===== src/design/ulpw_pkg.sv =====
// Package for the low-power wake receiver: register map, fields, timing
package ulpw_pkg;
    // Register offsets (byte addresses, word aligned)
    localparam logic [7:0] ULPW_OFF_CTRL = 8'h00;
    localparam logic [7:0] ULPW_OFF_BAUD = 8'h04;
    localparam logic [7:0] ULPW_OFF_STAT = 8'h08;
    localparam logic [7:0] ULPW_OFF_DATA = 8'h0c;
    localparam logic [7:0] ULPW_OFF_CHAN = 8'h10;
    // Control register fields
    localparam int ULPW_CTRL_WAKE_EN = 0;
    localparam int ULPW_CTRL_ERR_MASK = 1;
    localparam int ULPW_CTRL_ERR_IRQ_EN = 2;
    localparam int ULPW_CTRL_CH1_START = 3;
    localparam int ULPW_CTRL_PARITY_EN = 4;
    // Status register fields (write 1 to clear the error flags)
    localparam int ULPW_STAT_PE = 0;
    localparam int ULPW_STAT_FE = 1;
    localparam int ULPW_STAT_OV = 2;
    localparam int ULPW_STAT_BUSY = 3;
    localparam int ULPW_STAT_AVAIL = 4;
    // Baud register: prescaler exponent in [3:0], divisor in [15:9]
    localparam int ULPW_BAUD_DIV_LSB = 9;
    localparam int ULPW_BAUD_DIV_MSB = 15;
    localparam logic [31:0] ULPW_BAUD_RESET = 32'h0000d205;
    // Channel this wake function belongs to
    localparam logic [1:0] ULPW_WAKE_CHANNEL = 2'h0;
    // Frame and rate
    localparam int ULPW_WAKE_BPS = 4800;
    localparam int ULPW_DATA_BITS = 8;
    // Bus and frame carriers
    typedef struct packed {
        logic [7:0] addr;
        logic [31:0] wdata;
        logic wr;
        logic rd;
    } ulpw_bus_req_t;
    typedef struct packed {
        logic [7:0] data;
        logic pe;
        logic fe;
    } ulpw_frame_t;
endpackage


===== src/design/ulpw_buf2.sv =====
// Two-entry valid/ready buffer for received frames
`timescale 1ns/1ps
module ulpw_buf2
    import ulpw_pkg::*;
(
    // Clock and reset
    input wire logic clk_i,
    input wire logic resetn_i,
    // Fill side
    input wire logic in_valid_i,
    output logic in_ready_o,
    input ulpw_pkg::ulpw_frame_t in_data_i,
    // Drain side
    output logic out_valid_o,
    input wire logic out_ready_i,
    output ulpw_pkg::ulpw_frame_t out_data_o
);
    import ulpw_pkg::*;

    typedef struct packed {
        ulpw_frame_t [1:0] mem;
        logic [1:0] cnt;
        logic rp;
        logic wp;
    } ulpw_buf_st_t;
    ulpw_buf_st_t s_q, s_d;
    logic push, pop;

    // Handshakes; full and empty come straight from the count
    assign in_ready_o = (s_q.cnt != 2'h2);
    assign out_valid_o = (s_q.cnt != 2'h0);
    assign out_data_o = s_q.mem[s_q.rp];
    assign push = in_valid_i && in_ready_o;
    assign pop = out_valid_o && out_ready_i;

    // Next state
    always_comb
    begin
        s_d = s_q;
        if (push)
        begin
            s_d.mem[s_q.wp] = in_data_i;
            s_d.wp = ~s_q.wp;
        end
        if (pop)
            s_d.rp = ~s_q.rp;
        s_d.cnt = s_q.cnt + {1'b0, push} - {1'b0, pop};
    end

    // State register
    always_ff @(posedge clk_i or negedge resetn_i)
    begin
        if (!resetn_i)
            s_q <= '0;
        else
            s_q <= s_d;
    end

    a_buf_no_overfill: assert property (@(posedge clk_i) disable iff (!resetn_i)
        s_q.cnt <= 2'h2) else $error("buffer count above two");
endmodule // ulpw_buf2


===== src/design/ulpw_wake_rx.sv =====
// Wake-on-receive serial receiver for channel 0 with a register port
//
// Chosen here: the address map and strobed register access.
`timescale 1ns/1ps
module ulpw_wake_rx
    import ulpw_pkg::*;
#(
    parameter logic [1:0] CHANNEL_ID = 2'h0
)
(
    // Clock and reset
    input wire logic clk_i,
    input wire logic resetn_i,
    // Register port
    input wire logic [7:0] reg_addr_i,
    input wire logic [31:0] reg_wdata_i,
    input wire logic reg_wr_i,
    input wire logic reg_rd_i,
    output logic [31:0] reg_rdata_o,
    // Chip power state
    input wire logic stop_mode_i,
    // Serial pin
    input wire logic serial_rx_pin_i,
    // Events
    output logic rx_complete_irq_o,
    output logic rx_error_irq_o
);
    import ulpw_pkg::*;

    // Elaboration check: the shift register and data field serve 8-bit frames only
    if (ULPW_DATA_BITS != 8)
    begin : g_bad_width
        $error("receiver serves 8 data bits only");
    end

    typedef enum logic [1:0] {
        ST_IDLE = 2'b00,
        ST_START = 2'b01,
        ST_DATA = 2'b11,
        ST_STOP = 2'b10
    } ulpw_state_t;

    typedef struct packed {
        logic [2:0] sync;
        ulpw_state_t st;
        logic [15:0] tick;
        logic [3:0] bitn;
        logic [8:0] shreg;
        logic [4:0] ctrl;
        logic [31:0] baud;
        logic pe;
        logic fe;
        logic ov;
        logic [7:0] data;
        logic avail;
        logic in_stop_start;
        logic cplt;
        logic err;
        logic [31:0] rdata;
    } ulpw_st_t;

    ulpw_st_t s_q, s_d;
    ulpw_frame_t fr_in, fr_out;
    logic fr_valid, fr_ready, out_valid, out_ready;
    logic rx, wake_allowed, running, bit_period_end, half_end;
    logic [15:0] period;

    // Bit period from prescaler exponent and divisor: (div+1) << exp
    function automatic logic [15:0] bit_cycles(input logic [31:0] b);
        logic [15:0] d;
        d = {9'h0, b[ULPW_BAUD_DIV_MSB:ULPW_BAUD_DIV_LSB]} + 16'h1;
        return 16'(d << b[3:0]);
    endfunction

    ////////////////////////////////////////////////////////////////////////
    // Derived controls
    assign rx = s_q.sync[2];
    assign wake_allowed = (CHANNEL_ID == ULPW_WAKE_CHANNEL);
    // Halted in stop unless wake armed; ch1 start gates the receiver state machine
    assign running = s_q.ctrl[ULPW_CTRL_CH1_START] && (!stop_mode_i ||
        (wake_allowed && s_q.ctrl[ULPW_CTRL_WAKE_EN]));
    // Divisor and prescaler give 4800 bps only as software sets them
    assign period = bit_cycles(s_q.baud);
    assign bit_period_end = (s_q.tick >= period - 16'h1);
    assign half_end = (s_q.tick >= {1'b0, period[15:1]});
    assign fr_in.data = s_q.shreg[7:0];
    assign fr_in.pe = s_q.ctrl[ULPW_CTRL_PARITY_EN] && (^s_q.shreg);
    // A frame begun outside stop with wake armed cannot be trusted: flag it corrupt
    assign fr_in.fe = !rx || (s_q.ctrl[ULPW_CTRL_WAKE_EN] && !s_q.in_stop_start);
    assign fr_valid = (s_q.st == ST_STOP) && bit_period_end;
    assign out_ready = !s_q.avail;

    ////////////////////////////////////////////////////////////////////////
    // Frame buffer: holds two frames behind the data register; a frame arriving when it is full is dropped
    ulpw_buf2 u_buf (
        .clk_i(clk_i),
        .resetn_i(resetn_i),
        .in_valid_i(fr_valid),
        .in_ready_o(fr_ready),
        .in_data_i(fr_in),
        .out_valid_o(out_valid),
        .out_ready_i(out_ready),
        .out_data_o(fr_out)
    );

    ////////////////////////////////////////////////////////////////////////
    // Next state
    always_comb
    begin
        s_d = s_q;
        s_d.sync = {s_q.sync[1:0], serial_rx_pin_i};
        s_d.cplt = 1'b0;
        s_d.err = 1'b0;
        s_d.rdata = 32'h0;
        s_d.tick = s_q.tick + 16'h1;
        // Receiver
        case (s_q.st)
            ST_IDLE:
            begin
                s_d.tick = 16'h0;
                if (running && !rx)
                begin
                    s_d.st = ST_START;
                    s_d.in_stop_start = stop_mode_i;
                end
            end
            ST_START:
                if (half_end)
                begin
                    s_d.tick = 16'h0;
                    s_d.bitn = 4'h0;
                    s_d.st = rx ? ST_IDLE : ST_DATA;
                end
            ST_DATA:
                if (bit_period_end)
                begin
                    s_d.tick = 16'h0;
                    s_d.shreg = {rx, s_q.shreg[8:1]};
                    s_d.bitn = s_q.bitn + 4'h1;
                    if (s_q.bitn == (s_q.ctrl[ULPW_CTRL_PARITY_EN] ? 4'h8 : 4'h7))
                    begin
                        s_d.st = ST_STOP;
                        if (!s_q.ctrl[ULPW_CTRL_PARITY_EN])
                            s_d.shreg = {1'b0, rx, s_q.shreg[8:2]};
                    end
                end
            ST_STOP:
                if (bit_period_end)
                    s_d.st = ST_IDLE;
            default:
                s_d.st = ST_IDLE;
        endcase
        // Register writes first; error flags are write-one-to-clear
        if (reg_wr_i)
        begin
            case (reg_addr_i)
                ULPW_OFF_CTRL: s_d.ctrl = reg_wdata_i[4:0];
                ULPW_OFF_BAUD: s_d.baud = reg_wdata_i;
                ULPW_OFF_STAT:
                begin
                    if (reg_wdata_i[ULPW_STAT_PE]) s_d.pe = 1'b0;
                    if (reg_wdata_i[ULPW_STAT_FE]) s_d.fe = 1'b0;
                    if (reg_wdata_i[ULPW_STAT_OV]) s_d.ov = 1'b0;
                end
                default: ;
            endcase
        end
        // Completed frame leaves buffer into the data register; sets after the clear win
        if (out_valid && out_ready)
        begin
            s_d.data = fr_out.data;
            s_d.avail = 1'b1;
            if ((fr_out.pe || fr_out.fe) && !s_q.ctrl[ULPW_CTRL_ERR_MASK])
            begin
                s_d.pe = s_d.pe | fr_out.pe;
                s_d.fe = s_d.fe | fr_out.fe;
                s_d.err = s_q.ctrl[ULPW_CTRL_ERR_IRQ_EN];
            end
            else if (!(fr_out.pe || fr_out.fe))
                s_d.cplt = 1'b1;
        end
        // Frame dropped for a full buffer is an overrun
        if (fr_valid && !fr_ready && !s_q.ctrl[ULPW_CTRL_ERR_MASK])
        begin
            s_d.ov = 1'b1;
            s_d.err = s_q.ctrl[ULPW_CTRL_ERR_IRQ_EN];
        end
        // Register reads; data read frees the data register
        if (reg_rd_i)
        begin
            case (reg_addr_i)
                ULPW_OFF_CTRL: s_d.rdata = {27'h0, s_q.ctrl};
                ULPW_OFF_BAUD: s_d.rdata = s_q.baud;
                ULPW_OFF_STAT: s_d.rdata = {27'h0, s_q.avail, s_q.st != ST_IDLE,
                    s_q.ov, s_q.fe, s_q.pe};
                ULPW_OFF_DATA:
                begin
                    s_d.rdata = {24'h0, s_q.data};
                    if (!(out_valid && out_ready))
                        s_d.avail = 1'b0;
                end
                ULPW_OFF_CHAN: s_d.rdata = {30'h0, CHANNEL_ID};
                default: s_d.rdata = 32'h0;
            endcase
        end
        // Halt forces receiver back to idle
        if (!running)
            s_d.st = ST_IDLE;
    end

    ////////////////////////////////////////////////////////////////////////
    // State register
    always_ff @(posedge clk_i or negedge resetn_i)
    begin
        if (!resetn_i)
        begin
            s_q <= '0;
            s_q.sync <= 3'h7;
            s_q.baud <= ULPW_BAUD_RESET;
        end
        else
            s_q <= s_d;
    end

    assign reg_rdata_o = s_q.rdata;
    assign rx_complete_irq_o = s_q.cplt;
    assign rx_error_irq_o = s_q.err;

    ////////////////////////////////////////////////////////////////////////
    // Checks
    a_halt_in_stop: assert property (@(posedge clk_i) disable iff (!resetn_i)
        stop_mode_i && !s_q.ctrl[ULPW_CTRL_WAKE_EN] |=> s_q.st == ST_IDLE)
        else $error("receiver active in stop without wake");
    a_wake_launch: assert property (@(posedge clk_i) disable iff (!resetn_i)
        s_q.st == ST_IDLE && running && !rx |=> s_q.st == ST_START)
        else $error("start edge did not launch reception");
    a_mask_no_flag: assert property (@(posedge clk_i) disable iff (!resetn_i)
        $past(s_q.ctrl[ULPW_CTRL_ERR_MASK]) |->
        !$rose(s_q.fe) && !$rose(s_q.pe) && !$rose(s_q.ov))
        else $error("error flag set while masked");
    a_mask_no_irq: assert property (@(posedge clk_i) disable iff (!resetn_i)
        $past(s_q.ctrl[ULPW_CTRL_ERR_MASK]) |-> !rx_error_irq_o)
        else $error("error interrupt while masked");
    a_good_frame_irq: assert property (@(posedge clk_i) disable iff (!resetn_i)
        out_valid && out_ready && !fr_out.pe && !fr_out.fe |=> rx_complete_irq_o)
        else $error("no completion for good frame");
endmodule // ulpw_wake_rx


===== config.mk =====
export PLATFORM = sky130hd
export DESIGN_NAME = ulpw_wake_rx
export DESIGN_NICKNAME = d
export VERILOG_FILES = /design/src/design/ulpw_pkg.sv /design/src/design/ulpw_buf2.sv /design/src/design/ulpw_wake_rx.sv
export SDC_FILE = /design/constraint.sdc
export NUM_CORES = 1
export LEC_CHECK = 0
export BUFFER_PORTS_ARGS = -buffer_cell sky130_fd_sc_hd__buf_2
export CELL_PAD_IN_SITES_DETAIL_PLACEMENT = 0
export CELL_PAD_IN_SITES_GLOBAL_PLACEMENT = 1
export CORE_ASPECT_RATIO = 1.2
export CORE_MARGIN = 1.5
export CORE_UTILIZATION = 30
export DETAILED_ROUTE_END_ITERATION = 6
export PLACE_DENSITY = 0.68
export RECOVER_POWER = 50
export SETUP_SLACK_MARGIN = 0.5
export SYNTH_ARGS = -nofsm -noshare
export SYNTH_HDL_FRONTEND = slang
export SYNTH_SLANG_ARGS = --single-unit

===== constraint.sdc =====
create_clock -name clk_i -period 4.95 [get_ports clk_i]
set_clock_uncertainty 0.2 [all_clocks]
set_input_delay 0.7425 -clock clk_i [delete_from_list [all_inputs] [get_ports clk_i]]
set_output_delay 0.7425 -clock clk_i [all_outputs]
set_load 0.1 [all_outputs]

## After elaboration in Yosys (flattened, before gate mapping)

Index checks and enable logic that the tools add are counted.

| word-level totals | value |
|---|---|
| register bits | 142 |
| bits of input ports | 46 |
| output and inout bits | 34 |
| logic and storage cells | 129 |

| cells by class | value |
|---|---|
| add/subtract/negate cells | 6 |
| magnitude comparators | 5 |
| equal/unequal tests | 15 |
| shifts and indexed selects | 1 |
| multiplexer cells | 37 |
| bitwise operators | 4 |
| reductions and logical operators | 36 |

Operators with widths:

| cell | count |
|---|---|
| one-hot mux 32 bit (4 select lines) | 1 |
| one-hot mux 16 bit (3 select lines) | 1 |
| two-way mux 32 bit | 1 |
| two-way mux 31 bit | 1 |
| two-way mux 10 bit | 3 |
| two-way mux 22 bit | 1 |
| bitwise mux 20 bit | 1 |
| two-way mux 9 bit | 2 |
| adder 16 x 1 -> 16 bit (second input constant) | 1 |
| == test 8 x 4 -> 1 bit (second input constant) | 2 |
| greater-or-equal comparator 16 x 15 -> 1 bit | 1 |
| greater-or-equal comparator 16 bit | 1 |
| two-way mux 2 bit | 8 |
| << shifter 8 x 4 -> 16 bit | 1 |
| subtractor 16 x 1 -> 16 bit (second input constant) | 1 |
| != test 3 bit (second input constant) | 5 |
| two-way mux 1 bit | 12 |
| nonzero test 2 bit | 6 |
| logical AND 1 bit | 11 |
| demux 10 bit (select 1 bit) | 1 |
| parity 9 bit | 1 |
| adder 7 x 1 -> 8 bit (second input constant) | 1 |
| == test 8 x 3 -> 1 bit (second input constant) | 1 |
| logical NOT 8 bit | 1 |
| 21 further kinds | 39 |

## Depth between registers and ports, before layout

| logic depth | value |
|---|---|
| depth in word-level cells | 9 |
| mapped depth | 19 |
| mapped depth without buffers | 18 |

## By module

Synthesis repeated with hierarchy kept, for this count alone.

| second synthesis, totals | value |
|---|---|
| cell total of the unflattened synthesis | 736 |
| area total of the unflattened synthesis | 7983.9 um^2 |

Modules (own cells, without submodules):

| module | times used | cells each | area an instance (um^2) | sequential area each (um^2) |
|---|---|---|---|---|
| ulpw_wake_rx | 1 | 666 | 6829.0 | 2964.1 |
| ulpw_buf2 | 1 | 70 | 1154.9 | 600.6 |

## Worst setup path after synthesis

OpenSTA, ideal clock, no wires.

| timing path | value |
|---|---|
| kind | reg-to-reg |
| from | reg s_q[56] in the netlist's numbering |
| to | reg u_buf.s_q[10] in the netlist's numbering |
| library setup time | 125 ps |
| arrival | 4574 ps |
| required time | 4625 ps |
| slack | 52 ps |
| stages on the path, launching flop included | 19 |
| buffers on the path | 1 |
| clock period less this slack | 4898 ps |
| cell sequence | dfstp_2 > ha_1 > and3_4 > xnor2_1 > inv_1 > mux4_2 > a2111oi_4 > nand3_2 > xnor2_1 > ha_1 > a21o_1 > a21o_1 > a211oi_1 > o31ai_1 > a41o_1 > and4b_1 > nand2b_1 > clkbuf_1 > mux2_2 |

| on the way | value |
|---|---|
| word-level cells in the longest chain between the ends | 6 |

Ends and longest elaborated chain:

| what | line | source |
|---|---|---|
| from (decl) | ulpw_wake_rx.sv:62 | `ulpw_st_t s_q, s_d;` |
| adder 7 x 1 -> 8 bit | ulpw_wake_rx.sv:71 | `d = {9'h0, b[ULPW_BAUD_DIV_MSB:ULPW_BAUD_DIV_LSB]} + 16'h1;` |
| << shifter 8 x 4 -> 16 bit | ulpw_wake_rx.sv:72 | `return 16'(d << b[3:0]);` |
| subtractor 16 x 1 -> 16 bit | ulpw_wake_rx.sv:84 | `assign bit_period_end = (s_q.tick >= period - 16'h1);` |
| greater-or-equal comparator 16 bit | ulpw_wake_rx.sv:84 |  |
| logical AND 1 bit | ulpw_wake_rx.sv:90 | `assign fr_valid = (s_q.st == ST_STOP) && bit_period_end;` |
| logical AND 1 bit | ulpw_buf2.sv:33 | `assign push = in_valid_i && in_ready_o;` |
| named net u_buf.push | ulpw_buf2.sv:27 | `logic push, pop;` |
| to (decl) | ulpw_buf2.sv:26 | `ulpw_buf_st_t s_q, s_d;` |

The timed path passes the listed nets, and every way through them passes these cells.
A chain may end at the register's enable or synchronous reset.

## Worst setup path in the final report

| timing path | value |
|---|---|
| from | reg s_q[56] in the netlist's numbering |
| to | reg u_buf.s_q[9] in the netlist's numbering |

The elaborated chain is that of the path after synthesis.

==> impl_metrics.env <==
export IMPL_power_density_nw_per_um2=297.8
export IMPL_die_h_microns=179.5
export IMPL_hold_path_class="flop to flop"
export IMPL_place_gp_congestion=0.7900
export IMPL_syn_nets=810
export IMPL_status="finished, violations left"
export IMPL_cp_data_arrival_time_ns=4.90
export IMPL_routedWlPerCell_microns=15.73
export IMPL_drive_above_1_share_pct=34.91
export IMPL_hold_viol=0
export IMPL_vias_per_cell=4.781
export IMPL_final_antenna_net_count=0
export IMPL_overflow=0
export IMPL_cts_tree="yes"
export IMPL_insertion_delay_ns=0.42
export IMPL_clock_root_buffer="clkbuf_16"
export IMPL_setup_violations=0
export IMPL_die_area_sq_um=26950
export IMPL_finalInstanceArea_sq_um=9663
export IMPL_synthArstFlopShare_pct=100.0
export IMPL_synthFlopType="dfrtp_1"
export IMPL_violations="capacitance limit, slew limit"
export IMPL_wirelength_microns=18170
export IMPL_synth_area_leader_cell="dfrtp_1"
export IMPL_n_antenna_cell=0
export IMPL_grt_total_usage_pct=13.88
export IMPL_fin_crit_sh_pct=96.82
export IMPL_cp_end_kind="flop"
export IMPL_yosysSeqAreaShare_pct=45.76
export IMPL_syn_area_sq_um=7790
export IMPL_holdBufCountCts=0
export IMPL_final_min_clock_period_ns=4.793
export IMPL_cts_sinks=142
export IMPL_peakVddDrop_mv=0.2249
export IMPL_syn_inst=727
export IMPL_areaGrowthSynthToFinish_pct=24.04
export IMPL_critical_path_class="flop to flop"
export IMPL_grt_pass1_vias=5525
export IMPL_slew_viol_final=108
export IMPL_critical_path_required_ns=5.05
export IMPL_drt_iter0_markers=322
export IMPL_antenna_found_initial=0
export IMPL_ys_types=66
export IMPL_fin_hold_ws_ns=0.1551
export IMPL_grt_max_degree=108
export IMPL_fillCellCount=2486
export IMPL_final_common_cell="dfrtp_1"
export IMPL_die_w_microns=150.1
export IMPL_cp_start_kind="flop"
export IMPL_coreArea_sq_um=25540
export IMPL_synth_top_cells_by_area="dfrtp_1 (43%), mux2_2 (8.1%), ha_1 (5.9%), buf_4 (3.4%), dfstp_2 (3.0%)"
export IMPL_boundaryPins=80
export IMPL_dpl_hpwl_microns=12650
export IMPL_syn_avg_cell_area_sq_um=10.72
export IMPL_fmax_mhz=208.7
export IMPL_finalWorstSetupSlack_ns=0.1573
export IMPL_slew_headroom_pct=-77.18
export IMPL_dpl_worst_slack_ns=0.06987
export IMPL_final_cell_mix="dfrtp_1 (129), buf_2 (76), nand2_1 (54), mux2_2 (45), nor2_1 (38)"
export IMPL_initial_core_util_pct=30.50
export IMPL_htree_levels=4
export IMPL_synth_top_area_share_pct=42.72
export IMPL_grt_pass1_wl_microns=29530
export IMPL_drv_cap=1
export IMPL_num_vias=5522
export IMPL_fin_util_pct=37.83
export IMPL_tns_ns=0
export IMPL_worstPathMaxFanout=7
export IMPL_rows=64
export IMPL_drc_errors=0
export IMPL_p_leak_uw=0.004549
export IMPL_worst_pin_slew_ns=2.658
export IMPL_port_buffers=79
export IMPL_synth_edff_count=0
export IMPL_synth_warnings=0
export IMPL_ctsLongestPathBuffers=2
export IMPL_drt_pass1_iter_count=4
export IMPL_rsz0062_at_grt="true"
export IMPL_fin_nets=896
export IMPL_cts_reportedPaths_clkPinSlew_ns=0.06
export IMPL_placed_area_sq_um=8489
export IMPL_cts_buffers=17
export IMPL_synth_seq_cells=142
flip-flops by register name (all words and copies together), names as in the netlist:
| name | cells |
|---|---|
| fr_in | 8 |
| reg_rdata_o | 32 |
| rx | 1 |
| rx_complete_irq_o | 1 |
| rx_error_irq_o | 1 |
| s_d | 2 |
| s_q | 73 |
| u_buf.s_q | 24 |
final cells by class:
| class | count | area [sq um] | share of cell area, % |
|---|---|---|---|
| clock buffers | 17 | 425.4 | 4.402 |
| clock inverters | 14 | 176.4 | 1.826 |
| inverters | 23 | 86.33 | 0.8934 |
| multi-input cells | 499 | 4081 | 42.24 |
| flip-flops and latches | 142 | 3573 | 36.98 |
| well taps | 330 | 412.9 | 4.273 |
| repair buffers | 130 | 907.1 | 9.388 |
kinds of logic after synthesis:
group | after synthesis | share of synthesized area, %
xor gates and xnor gates | 45 | 5.156
DFF | 142 | 45.76
muxes | 84 | 12.66
buffers and inverters | 86 | 6.152
and+or+nand+nor | 220 | 14.62
adders and majority gates | 37 | 5.943
AOI/OAI and AO/OA | 113 | 9.718
per-stage QoR:
step	power [uW]	instances
after floorplan	1434	727
after global placement	1545	1097
after detailed placement	1545	1097
after CTS	2908	1145
after global routing	3016	1155
final	2878	1155
critical path: stages (launching register included):
cell	delay [ns]
dfstp_2	0.57
buf_4	0.15
and3_4	0.23
mux2i_2	0.29
a41o_1	0.24
o211ai_1	0.17
a2111oi_4	0.41
nand3_2	0.18
buf_6	0.16
buf_6	0.11
nor2_4	0.07
xor2_1	0.16
ha_1	0.27
a211oi_2	0.28
o31ai_2	0.11
a41o_1	0.25
and4b_2	0.27
nand2b_4	0.12
clkbuf_16	0.16
mux2_4	0.29
synth_stat cells, types with 4 or more instances:
master and instances:
inv_1 21, nand4_1 5, mux2i_1 22, mux4_2 6, dfstp_2 9, o211ai_1 5
ha_1 37, and2_1 26, dfrtp_1 133, nand2_1 56, mux2_2 56, nor2b_1 5
a21oi_1 18, nand2b_1 13, and3_1 14, nor3_1 4, xor2_1 17, a211oi_1 5
nand3_1 20, xnor2_1 27, buf_4 35, clkbuf_1 22, a21o_1 7, nor2_1 50
o21ai_0 41, o21a_1 4, a31oi_1 5
where the power goes:
group	internal (uW)	switching, uW	total (uW)
combinational	163	190	353
sequential	1190	28.7	1210
clock	760	550	1310
layer usage:
layer | track usage (%) | routed length, microns
met5 | 0 | 0
met2 | 23.85 | 9636
met1 | 17.47 | 7939
met4 | 4.118 | 204
met3 | 2.665 | 387
timing repair:
item                                    4_1_cts  5_1_grt
gates resized for setup                      45       41
cloned                                        3        2
setup buffers                                14        8
endpoints found under the setup margin       54       56
pin swaps                                    17       16
worst paths after layout:
check | from | end | slack, ns | cells after the start
setup / recovery | s_q[56]$_DFFE_PN1P_ | u_buf.s_q[9]$_DFFE_PN0P_ | 0.16 | 19
hold / removal | s_d[116]$_DFF_PN1_ | s_d[117]$_DFF_PN1_ | 0.16 | 0
setup reg to reg | s_q[56]$_DFFE_PN1P_ | u_buf.s_q[9]$_DFFE_PN0P_ | 0.16 | 19
hold reg to reg | s_d[116]$_DFF_PN1_ | s_d[117]$_DFF_PN1_ | 0.16 | 0
max in group asynchronous | resetn_i | s_q[60]$_DFFE_PN0P_ | 1.52 | 2
min in group asynchronous | resetn_i | s_q[43]$_DFFE_PN0P_ | 0.95 | 1
Power figures use the tool's default switching activity.
